[src/sar_pkg.sv]
// Shared constants and types for the interleaved converter sequencer
// Summary of operation
// [RULE1] Sixteen identical converter sections, one shared reference.
// [RULE2] Sixteen-phase generator from input clock drives everything.
// [RULE3] Results leave through 11-bit 16:1 mux plus correction.
// [RULE4] One conversion takes exactly sixteen clock cycles.
// [RULE5] Cycles: zero, autozero, autocal, sample, convert, transfer.
// [RULE6] Neighbouring sections offset by exactly one cycle.
// [RULE7] Exactly one section samples each clock cycle.
// [RULE8] Sixteen-phase cycle repeats with no gap.
// [RULE9] Output word appears twelve cycles after its sample.
// [RULE10] Auto-zero accumulates several comparator responses before adjusting.
// [RULE11] Auto-calibrate trims both MSB and LSB reference gain.
// [RULE12] Gain error integrated into per-section calibration value.
// [RULE13] Non-sampling sections isolated from the input.
// [RULE14] Calibration runs in background without interrupting data.
// [RULE15] Calibration starts by itself after power-up.
// [RULE16] Each trim step smaller than one 10-bit LSB.
// [RULE17] Output uncalibrated before ten thousand cycles.
// [RULE18] Clock must run continuously to keep calibration.
// [RULE19] Clock high 40-60 percent, period at least 40 ns.
// [RULE20] Hold logic inputs low until supplies settle; the host holds output_enable low only during reset.
// [RULE21] Code, overrange registered on rising edge, straight binary.
// [RULE22] Data outputs released while output enable is high.
// [RULE23] Overrange forces all ten code bits to one.
// [RULE24] Valid strobe pulses once per clock with word.
`default_nettype none
package sar_pkg;
    localparam int unsigned NUM_SECTIONS = 16;
    localparam int unsigned PHASE_W = 4;
    localparam int unsigned WORD_W = 11;
    localparam int unsigned CODE_W = 10;
    localparam int unsigned TRIM_W = 16;
    // Trim carries 6 fraction bits below one 10-bit LSB
    localparam int unsigned TRIM_FRAC = 6;
    localparam logic [3:0] PH_REF_ZERO = 4'h0;
    localparam logic [3:0] PH_AUTO_ZERO = 4'h1;
    localparam logic [3:0] PH_AUTO_CAL = 4'h2;
    localparam logic [3:0] PH_SAMPLE = 4'h3;
    localparam logic [3:0] PH_CONV_FIRST = 4'h4;
    localparam logic [3:0] PH_CONV_LAST = 4'he;
    localparam logic [3:0] PH_TRANSFER = 4'hf;
    localparam int unsigned LATENCY_CYC = 12;
    localparam int unsigned ACCUM_SAMPLES = 8;
    localparam int unsigned CAL_MIN_CYC = 10000;
    localparam int unsigned CLK_PERIOD_NS = 100;
    localparam int unsigned CLOCK_PERIOD_TIME_MIN_NS = 40;
    localparam int unsigned CLOCK_HIGH_FRACTION_MIN = 40;
    localparam int unsigned CLOCK_HIGH_FRACTION_MAX = 60;
    localparam int unsigned FIFO_DEPTH = 8;
    typedef enum logic [1:0] {
        CAL_IDLE = 2'b00,
        CAL_INITIAL = 2'b01,
        CAL_TRACKING = 2'b10
    } cal_state_e;
endpackage : sar_pkg
`default_nettype wire

[src/sar_link_if.sv]
// Interface between converter device and capture logic
`timescale 1ns/1ps
`default_nettype none
interface sar_link_if;
    logic [9:0] conversion_code_outputs;
    logic conversion_code_oe_n;
    logic overrange_flag;
    logic data_valid_strobe;
    logic output_enable;
    modport device (
        output conversion_code_outputs,
        output conversion_code_oe_n,
        output overrange_flag,
        output data_valid_strobe,
        input output_enable
    );
    modport host (
        input conversion_code_outputs,
        input conversion_code_oe_n,
        input overrange_flag,
        input data_valid_strobe,
        output output_enable
    );
endinterface : sar_link_if
`default_nettype wire

[src/sar_device.sv]
// Device end: sixteen-phase sequencer, section model, calibration, output stage
`timescale 1ns/1ps
`default_nettype none
module sar_device #(
    parameter int unsigned CAL_MIN_CYCLES = sar_pkg::CAL_MIN_CYC
) (
    input wire logic sys_clk,
    input wire logic rstn,
    input wire logic [9:0] analog_sample,
    input wire logic analog_overrange,
    output logic [15:0] section_sampling,
    output logic cal_done,
    sar_link_if.device link
);
    localparam int unsigned N = sar_pkg::NUM_SECTIONS;
    localparam int unsigned TW = sar_pkg::TRIM_W;
    localparam int unsigned LAT = sar_pkg::LATENCY_CYC;
    // Accumulator decode points for the comparator responses of one trim update
    localparam logic [2:0] ACC_LAST = 3'(sar_pkg::ACCUM_SAMPLES - 1);
    localparam logic [3:0] ACC_HALF = 4'(sar_pkg::ACCUM_SAMPLES / 2);
    localparam logic [3:0] ACC_FULL = 4'(sar_pkg::ACCUM_SAMPLES);

    // The calibration counter is 20 bits wide
    if (CAL_MIN_CYCLES < 1 || CAL_MIN_CYCLES > 32'h000fffff) begin : g_bad_cal
        $error("CAL_MIN_CYCLES out of range");
    end
    // One section per generator phase, or some phase would sample nothing
    if (N != (1 << sar_pkg::PHASE_W)) begin : g_bad_sections
        $error("section count must match the phase range");
    end
    // The word leaves in the transfer cycle, so the schedule itself sets the latency
    if (int'(sar_pkg::PH_TRANSFER) - int'(sar_pkg::PH_SAMPLE) != int'(LAT)) begin : g_bad_latency
        $error("sample to transfer distance must equal the latency");
    end
    if (int'(sar_pkg::PH_CONV_LAST) - int'(sar_pkg::PH_CONV_FIRST) + 1 != sar_pkg::WORD_W) begin : g_bad_steps
        $error("one bit trial per word bit is needed");
    end
    // Counters wrap at eight, so only eight responses per update are served
    if (sar_pkg::ACCUM_SAMPLES != 8) begin : g_bad_accum
        $error("accumulation count out of range");
    end

    // Per-section state of one successive-approximation section
    typedef struct packed {
        logic [9:0] held;
        logic held_ovr;
        logic [10:0] sar_reg;
        logic [3:0] zero_acc;
        logic [2:0] zero_cnt;
        logic [3:0] gain_acc;
        logic [2:0] gain_cnt;
        logic signed [TW-1:0] offset_trim;
        logic signed [TW-1:0] msb_gain;
        logic signed [TW-1:0] lsb_gain;
    } section_s;

    typedef struct packed {
        logic [3:0] phase;
        section_s [N-1:0] sec;
        logic [19:0] cal_cnt;
        sar_pkg::cal_state_e cal_state;
        logic [9:0] code;
        logic ovr;
        logic strobe_on;
        logic [1:0] oe_sync;
    } dev_s;
    dev_s st_ff, nxt_st;

    // Phase of section k given generator phase
    function automatic logic [3:0] sec_phase(input logic [3:0] gen, input int unsigned k);
        sec_phase = gen - k[3:0];
    endfunction : sec_phase

    // Sub-LSB trim step; sign chosen by comparator majority
    function automatic logic signed [TW-1:0] trim_step(input logic signed [TW-1:0] v, input logic [3:0] acc);
        if (acc > ACC_HALF) begin
            trim_step = v - $signed(TW'(1)); // [RULE16]
        end else if (acc < ACC_HALF) begin
            trim_step = v + $signed(TW'(1)); // [RULE16]
        end else begin
            trim_step = v;
        end
    endfunction : trim_step

    // Comparator response to the reference zero, modelled from the trim sign
    function automatic logic zero_resp(input logic signed [TW-1:0] trim, input logic ph_bit);
        zero_resp = trim[TW-1] ^ ph_bit;
    endfunction : zero_resp

    // Comparator response to the calibration reference, modelled from both gain trims
    function automatic logic gain_resp(input logic signed [TW-1:0] msb, input logic signed [TW-1:0] lsb);
        gain_resp = msb[TW-1] ^ lsb[0];
    endfunction : gain_resp

    // Adds the whole-LSB part of the offset trim and clamps to the code range.
    // Overrange words pass untouched, so the trim can neither make nor hide an overrange.
    function automatic logic [10:0] correct_word(input logic [10:0] raw, input logic signed [TW-1:0] trim);
        logic signed [TW-1:0] sum;
        sum = $signed(TW'(raw)) + (trim >>> sar_pkg::TRIM_FRAC);
        if (raw[10]) begin
            correct_word = raw;
        end else if (sum[TW-1]) begin
            correct_word = '0;
        end else if (|sum[TW-2:10]) begin
            correct_word = 11'h3ff;
        end else begin
            correct_word = sum[10:0];
        end
    endfunction : correct_word

    logic [10:0] corrected;
    logic [3:0] out_idx;

    always_comb begin
        logic [3:0] p;
        logic cmp;
        logic [10:0] trial;
        p = '0;
        cmp = 1'b0;
        trial = '0;
        nxt_st = st_ff;
        nxt_st.phase = st_ff.phase + 4'h1; // [RULE2] [RULE8]
        nxt_st.oe_sync = {st_ff.oe_sync[0], link.output_enable};
        for (int k = 0; k < N; k++) begin // [RULE1]
            p = sec_phase(st_ff.phase, k); // [RULE6]
            // Calibration comparator decisions modelled from trim bits; bit trials compare the held sample with the trial
            case (p) // [RULE4] [RULE5]
                sar_pkg::PH_REF_ZERO: begin
                    nxt_st.sec[k].sar_reg = '0;
                end
                sar_pkg::PH_AUTO_ZERO: begin // [RULE10] [RULE14]
                    cmp = zero_resp(st_ff.sec[k].offset_trim, st_ff.phase[0]);
                    nxt_st.sec[k].zero_acc = st_ff.sec[k].zero_acc + {3'h0, cmp};
                    nxt_st.sec[k].zero_cnt = st_ff.sec[k].zero_cnt + 3'h1;
                    if (st_ff.sec[k].zero_cnt == ACC_LAST) begin
                        nxt_st.sec[k].offset_trim = trim_step(st_ff.sec[k].offset_trim, st_ff.sec[k].zero_acc);
                        nxt_st.sec[k].zero_acc = '0;
                    end
                end
                sar_pkg::PH_AUTO_CAL: begin // [RULE11] [RULE12]
                    cmp = gain_resp(st_ff.sec[k].msb_gain, st_ff.sec[k].lsb_gain);
                    nxt_st.sec[k].gain_acc = st_ff.sec[k].gain_acc + {3'h0, cmp};
                    nxt_st.sec[k].gain_cnt = st_ff.sec[k].gain_cnt + 3'h1;
                    if (st_ff.sec[k].gain_cnt == ACC_LAST) begin
                        nxt_st.sec[k].msb_gain = trim_step(st_ff.sec[k].msb_gain, st_ff.sec[k].gain_acc);
                        nxt_st.sec[k].lsb_gain = trim_step(st_ff.sec[k].lsb_gain, ACC_FULL - st_ff.sec[k].gain_acc);
                        nxt_st.sec[k].gain_acc = '0;
                    end
                end
                sar_pkg::PH_SAMPLE: begin // [RULE7] [RULE13]
                    nxt_st.sec[k].held = analog_sample;
                    nxt_st.sec[k].held_ovr = analog_overrange;
                end
                sar_pkg::PH_TRANSFER: begin
                end
                default: begin
                    // Bit trial: MSB first over 11 steps
                    trial = st_ff.sec[k].sar_reg | (11'h400 >> (p - sar_pkg::PH_CONV_FIRST));
                    nxt_st.sec[k].sar_reg[sar_pkg::PH_CONV_LAST - p] = 1'b1;
                    if ({st_ff.sec[k].held_ovr, st_ff.sec[k].held} < trial) begin
                        nxt_st.sec[k].sar_reg[sar_pkg::PH_CONV_LAST - p] = 1'b0;
                    end
                end
            endcase
        end

        // The 16:1 mux picks the section that is in its transfer cycle
        out_idx = st_ff.phase - sar_pkg::PH_TRANSFER; // [RULE3]
        corrected = correct_word(st_ff.sec[out_idx].sar_reg, st_ff.sec[out_idx].offset_trim); // [RULE3]
        // Registered straight from the transfer cycle; any extra stage would break the latency
        nxt_st.ovr = corrected[10]; // [RULE9] [RULE21]
        nxt_st.code = corrected[10] ? 10'h3ff : corrected[9:0]; // [RULE23]
        nxt_st.strobe_on = 1'b1; // [RULE24]

        case (st_ff.cal_state) // [RULE15] [RULE17]
            sar_pkg::CAL_IDLE: begin
                nxt_st.cal_state = sar_pkg::CAL_INITIAL;
            end
            sar_pkg::CAL_INITIAL: begin
                nxt_st.cal_cnt = st_ff.cal_cnt + 20'h00001;
                if (st_ff.cal_cnt >= CAL_MIN_CYCLES[19:0] - 20'h00001) begin
                    nxt_st.cal_state = sar_pkg::CAL_TRACKING;
                end
            end
            sar_pkg::CAL_TRACKING: begin
                nxt_st.cal_state = sar_pkg::CAL_TRACKING;
            end
            default: begin
                nxt_st.cal_state = sar_pkg::CAL_IDLE;
            end
        endcase
    end

    always_ff @(posedge sys_clk or negedge rstn) begin
        if (!rstn) begin
            st_ff <= '0;
        end else begin
            st_ff <= nxt_st;
        end
    end

    always_comb begin
        section_sampling = '0;
        section_sampling[st_ff.phase - sar_pkg::PH_SAMPLE] = 1'b1; // [RULE7] [RULE13]
    end

    assign cal_done = st_ff.cal_state == sar_pkg::CAL_TRACKING;
    assign link.conversion_code_outputs = st_ff.code;
    assign link.overrange_flag = st_ff.ovr;
    // Enable is a pin: synchronised; high releases the data pins
    assign link.conversion_code_oe_n = st_ff.oe_sync[1]; // [RULE22]
    // Strobe is a level that pulses each clock: high in the first half period
    assign link.data_valid_strobe = st_ff.strobe_on & sys_clk; // [RULE24]
endmodule : sar_device
`default_nettype wire

[src/flat_wrapper.sv]
// flat-port wrapper written by rule: the top's interface ports become plain ports
module sar_device_flat 
#(
    parameter int unsigned CAL_MIN_CYCLES = sar_pkg::CAL_MIN_CYC
)
  (sys_clk, rstn, analog_sample, analog_overrange, section_sampling, cal_done, link_conversion_code_outputs, link_conversion_code_oe_n, link_overrange_flag, link_data_valid_strobe, link_output_enable);
  sar_link_if link_i ();
  input wire logic sys_clk;
  input wire logic rstn;
  input wire logic [9:0] analog_sample;
  input wire logic analog_overrange;
  output logic [15:0] section_sampling;
  output logic cal_done;
  output wire logic [$bits(link_i.conversion_code_outputs)-1:0] link_conversion_code_outputs;
  output wire logic [$bits(link_i.conversion_code_oe_n)-1:0] link_conversion_code_oe_n;
  output wire logic [$bits(link_i.overrange_flag)-1:0] link_overrange_flag;
  output wire logic [$bits(link_i.data_valid_strobe)-1:0] link_data_valid_strobe;
  input wire logic [$bits(link_i.output_enable)-1:0] link_output_enable;
  assign link_conversion_code_outputs = link_i.conversion_code_outputs;
  assign link_conversion_code_oe_n = link_i.conversion_code_oe_n;
  assign link_overrange_flag = link_i.overrange_flag;
  assign link_data_valid_strobe = link_i.data_valid_strobe;
  assign link_i.output_enable = link_output_enable;
  sar_device #(.CAL_MIN_CYCLES(CAL_MIN_CYCLES)) u_core (.sys_clk(sys_clk), .rstn(rstn), .analog_sample(analog_sample), .analog_overrange(analog_overrange), .section_sampling(section_sampling), .cal_done(cal_done), .link(link_i));
endmodule
[config.mk]
export PLATFORM = sky130hd
export DESIGN_NAME = sar_device_flat
export DESIGN_NICKNAME = d
export VERILOG_FILES = /design/src/sar_pkg.sv /design/src/sar_link_if.sv /design/src/sar_device.sv /design/src/flat_wrapper.sv
export SDC_FILE = /design/constraint.sdc
export NUM_CORES = 2
export LEC_CHECK = 0
export ABC_AREA = 1
export BUFFER_PORTS_ARGS = -buffer_cell sky130_fd_sc_hd__buf_4
export CAP_MARGIN = 25
export CORE_UTILIZATION = 40
export CTS_BUF_LIST = sky130_fd_sc_hd__clkbuf_2
export DETAILED_ROUTE_END_ITERATION = 8
export RECOVER_POWER = 100
export SLEW_MARGIN = 20
export SYNTH_ARGS = -nofsm -noshare
export SYNTH_HDL_FRONTEND = slang
export SYNTH_SLANG_ARGS = --single-unit
[constraint.sdc]
create_clock -name sys_clk -period 5.8 [get_ports sys_clk]
set_clock_uncertainty 0.2 [all_clocks]
set_input_delay 0.58 -clock sys_clk [delete_from_list [all_inputs] [get_ports sys_clk]]
set_output_delay 0.58 -clock sys_clk [all_outputs]
set_load 0.1 [all_outputs]
==> run_results.csv <==
group,metric,value,unit
power,seqPwrFrac,51.5,%
power,combPwrFrac,9.7,%
power,power.static_leakage,0.0288,uW
logic_synthesis,syn-num-nets,7824,
job,maxCapViolCount,1,
worst_hold_path,hp-class,"reg2reg",
finish,fin_nets,7940,
logic_synthesis,synth-edff-count,0,
global_route,grt-ovfl-total,0,
detailed_routing,first_pass_iters,8,
floorplanning,die_h,368,um
detailed_routing,dr_wl_met2,72400,um
critical_path,cp.required,7.26,ns
power,intPower,7360,uW
power,power.switching,3580,uW
global_route,grt_pass1_vias,46743,
timing,tightest_slew,4.11,ns
detailed_routing,drc,0,
timing,fin_crit,5.68,ns
logic_synthesis,ys.flop_type,"dfrtp_1",
power,swShare,32.7,%
timing,finalCritPeriodShare,98.0,%
detailed_routing,route.met3.wl,12100,um
floorplanning,die_w,368,um
critical_path,crit_path_max_fanout,51,
run_status,violations,"capacitance limit, slew limit",
floorplanning,placementRows,133,
logic_synthesis,synth.distinct_cells,54,
clocking,cts_tree,"yes",
detailed_routing,drtIter0Drc,4371,
critical_path,cp-start-kind,"flip-flop",
finish,drive_above_1_share,6.50,%
clocking,clk_latency,1.84,ns
power,ir_drop,199,uV
placement,dp.final_hpwl,120000,um
clocking,clk_pin_slew,0.10,ns
detailed_routing,wl_met1,78300,um
global_route,grt_antenna_before_repair,9,
power,p_per_area,189,nW/um2
floorplanning,core-area,132000,um2
logic_synthesis,syn-cell-area,53500,um2
floorplanning,die_area,135000,um2
placement,place.gp.congestion,0.966,
power,pwr-share-clk,38.8,%
detailed_routing,num_vias,50130,
finish,n_fill_cell,13591,
critical_path,cp.arrival,7.14,ns
detailed_routing,routed_via_density,5.37,
run_status,status,"complete, but fails checks",
logic_synthesis,async_reset_ff_share,100,%
floorplanning,pin_count,44,
placement,io_buffers,43,
finish,final_common_cell,"nand2_1",
timing,slew_headroom,-174,%
global_route,grt_pass1_wl,266000,um
logic_synthesis,syn_avg_cell_area,7.35,um2
floorplanning,initial_core_util,40.5,%
logic_synthesis,yosysWarnings,0,
critical_path,worst_setup_path_end_kind,"flip-flop",
critical_path,worstSetupPathType,"reg2reg",
logic_synthesis,syn_inst,7273,
logic_synthesis,synth_top_area_cell,"dfrtp_1",
power,total_power,10900,uW
logic_synthesis,yosysSeqAreaShare,35.6,%
detailed_routing,routed_wl,169000,um
timing,finalSetupTns,0,ns
timing,finalSetupViolCount,0,
logic_synthesis,synth_seq_cells,760,
timing,finalHoldViolCount,0,
global_route,grt_start_max_net_pins,163,
timing,slew_viol_final,76,
finish,syn2layout_area_growth,7.98,%
detailed_routing,routed.top_layer,"met5",
detailed_routing,drtAntennaViolNets,0,
timing,fmax,176,MHz
timing,rsz0062_at_grt,"false",
detailed_routing,routedWlPerCell,18.1,um
global_route,grtUsageTotal,24.8,%
finish,final_cell_mix,"nand2_1 (1786), o21ai_0 (1011), inv_1 (778)",
logic_synthesis,yosys.area.top_type_share,35.6,%
logic_synthesis,synthTopCellsByArea,"dfrtp_1 (36%), nand2_1 (13%), ha_1 (12%), o21ai_0 (9.3%), a21oi_1 (5.5%)",
[area by class of cell]
| cell class | count | area [um2] | area share (%) |
|---|---|---|---|
| Clock buffer | 307 | 1540 | 2.66 |
| Inverter | 789 | 2970 | 5.14 |
| Antenna cell | 9 | 22.5 | 0.0390 |
| Tap cell | 1755 | 2200 | 3.80 |
| Sequential cell | 760 | 19000 | 32.9 |
| Clock inverter | 92 | 500 | 0.867 |
| Multi-Input combinational cell | 5474 | 30400 | 52.6 |
| Timing Repair Buffer | 143 | 1140 | 1.97 |
[state kept, by name (all words and copies together) (netlist names)]
| register | count |
|---|---|
| u_core.link.conversion_code_oe_n | 1 |
| u_core.link.conversion_code_outputs | 10 |
| u_core.link.overrange_flag | 1 |
| u_core.nxt_st | 1 |
| u_core.st_ff | 747 |
[logic make-up (layout without fill, tap and decap cells)]
family | Yosys count | after routing | synth area share, %
flops | 760 | 760 | 35.6
other cells | 1 | 10 | 0.00701
compound gates | 1820 | 1820 | 17.9
buf+inv | 1039 | 1331 | 7.64
simple gates | 2891 | 2891 | 22.3
fa+ha+maj | 537 | 537 | 12.8
xor+xnor | 225 | 225 | 3.75
[worst max-delay path, stage by stage (launching register included)]
cell	delay, ns
dfrtp_1	0.56
ha_1	0.26
clkbuf_1	0.71
ha_2	0.31
buf_4	0.59
o221ai_1	0.36
nand3_1	0.30
o21ai_0	0.34
ha_1	0.37
fa_1	0.43
nand2_1	0.09
nand2_1	0.11
nand4_1	0.10
nand3_1	0.12
xor2_2	0.33
o21ai_0	0.19
nand2_1	0.10
[synth_stat cells, types with 36 or more instances]
master and n:
nand2_1 1785, o21ai_0 998, inv_1 776, dfrtp_1 760, a21oi_1 588, ha_1 520, nor2_1 469, nand3_1 394
clkbuf_1 151, xor2_1 113, xnor2_1 109, nor3_1 85, buf_2 65, o21bai_1 58, nand4_1 45, a31oi_1 40
nor4_1 36
[final timing paths]
check / slack, ns / depth (start not counted) / to / start
max in group asynchronous: 1.10 / 5 / u_core.st_ff[1286]$_DFFE_PN0P_ / rstn
setup / recovery: 0.12 / 16 / u_core.link.conversion_code_outputs[1]$_DFF_PN0_ / u_core.st_ff[1381]$_DFF_PN0_
setup reg to reg: 0.12 / 16 / u_core.link.conversion_code_outputs[1]$_DFF_PN0_ / u_core.st_ff[1381]$_DFF_PN0_
hold reg to reg: 0.16 / 0 / u_core.link.conversion_code_oe_n$_DFF_PN0_ / u_core.nxt_st[1]$_DFF_PN0_
min in group asynchronous: 1.88 / 5 / u_core.st_ff[346]$_DFFE_PN0P_ / rstn
hold / removal: 0.16 / 0 / u_core.link.conversion_code_oe_n$_DFF_PN0_ / u_core.nxt_st[1]$_DFF_PN0_
[power groups by stage]
stage                     combinational (uW)  sequential, uW  clock (uW)
after floorplan                          667            5650        31.3
after global placement                  1040            5720        37.0
after detailed placement                1060            5720        37.0
after CTS                               1080            5620        4420
after global routing                    1210            5640        4690
final                                   1060            5630        4240
[timing repair]
action / CTS / global route
hold endpoints to repair: 937 / 0
hold buffers: 29 / 0
setup endpoints to repair: 2 / 1
pin swaps: 0 / 0
buffers inserted: 0 / 0
gates resized for setup: 4 / 1
[per-layer routing]
layer | GRT usage, % | up-vias
met4 | 10.0 | 2
met5 | 0 | -
met1 | 35.1 | 23503
met3 | 4.38 | 378
li1 | - | 24631
met2 | 37.2 | 1616
[per-stage QoR]
step	hold WS [ns]	area [um2]	worst slack [ns]	cells	utilization, %
finish	0.162	57700	0.115	9329	43.8
detailed placement	0.142	55600	0.861	8894	42.1
global route	0.121	57700	0.0120	9327	43.7
floorplan	0.0844	53500	1.42	7273	-
CTS	0.0655	57900	0.102	9320	43.9
global placement	0.142	55600	0.893	8894	42.1
(Power assumes the default switching activity.)
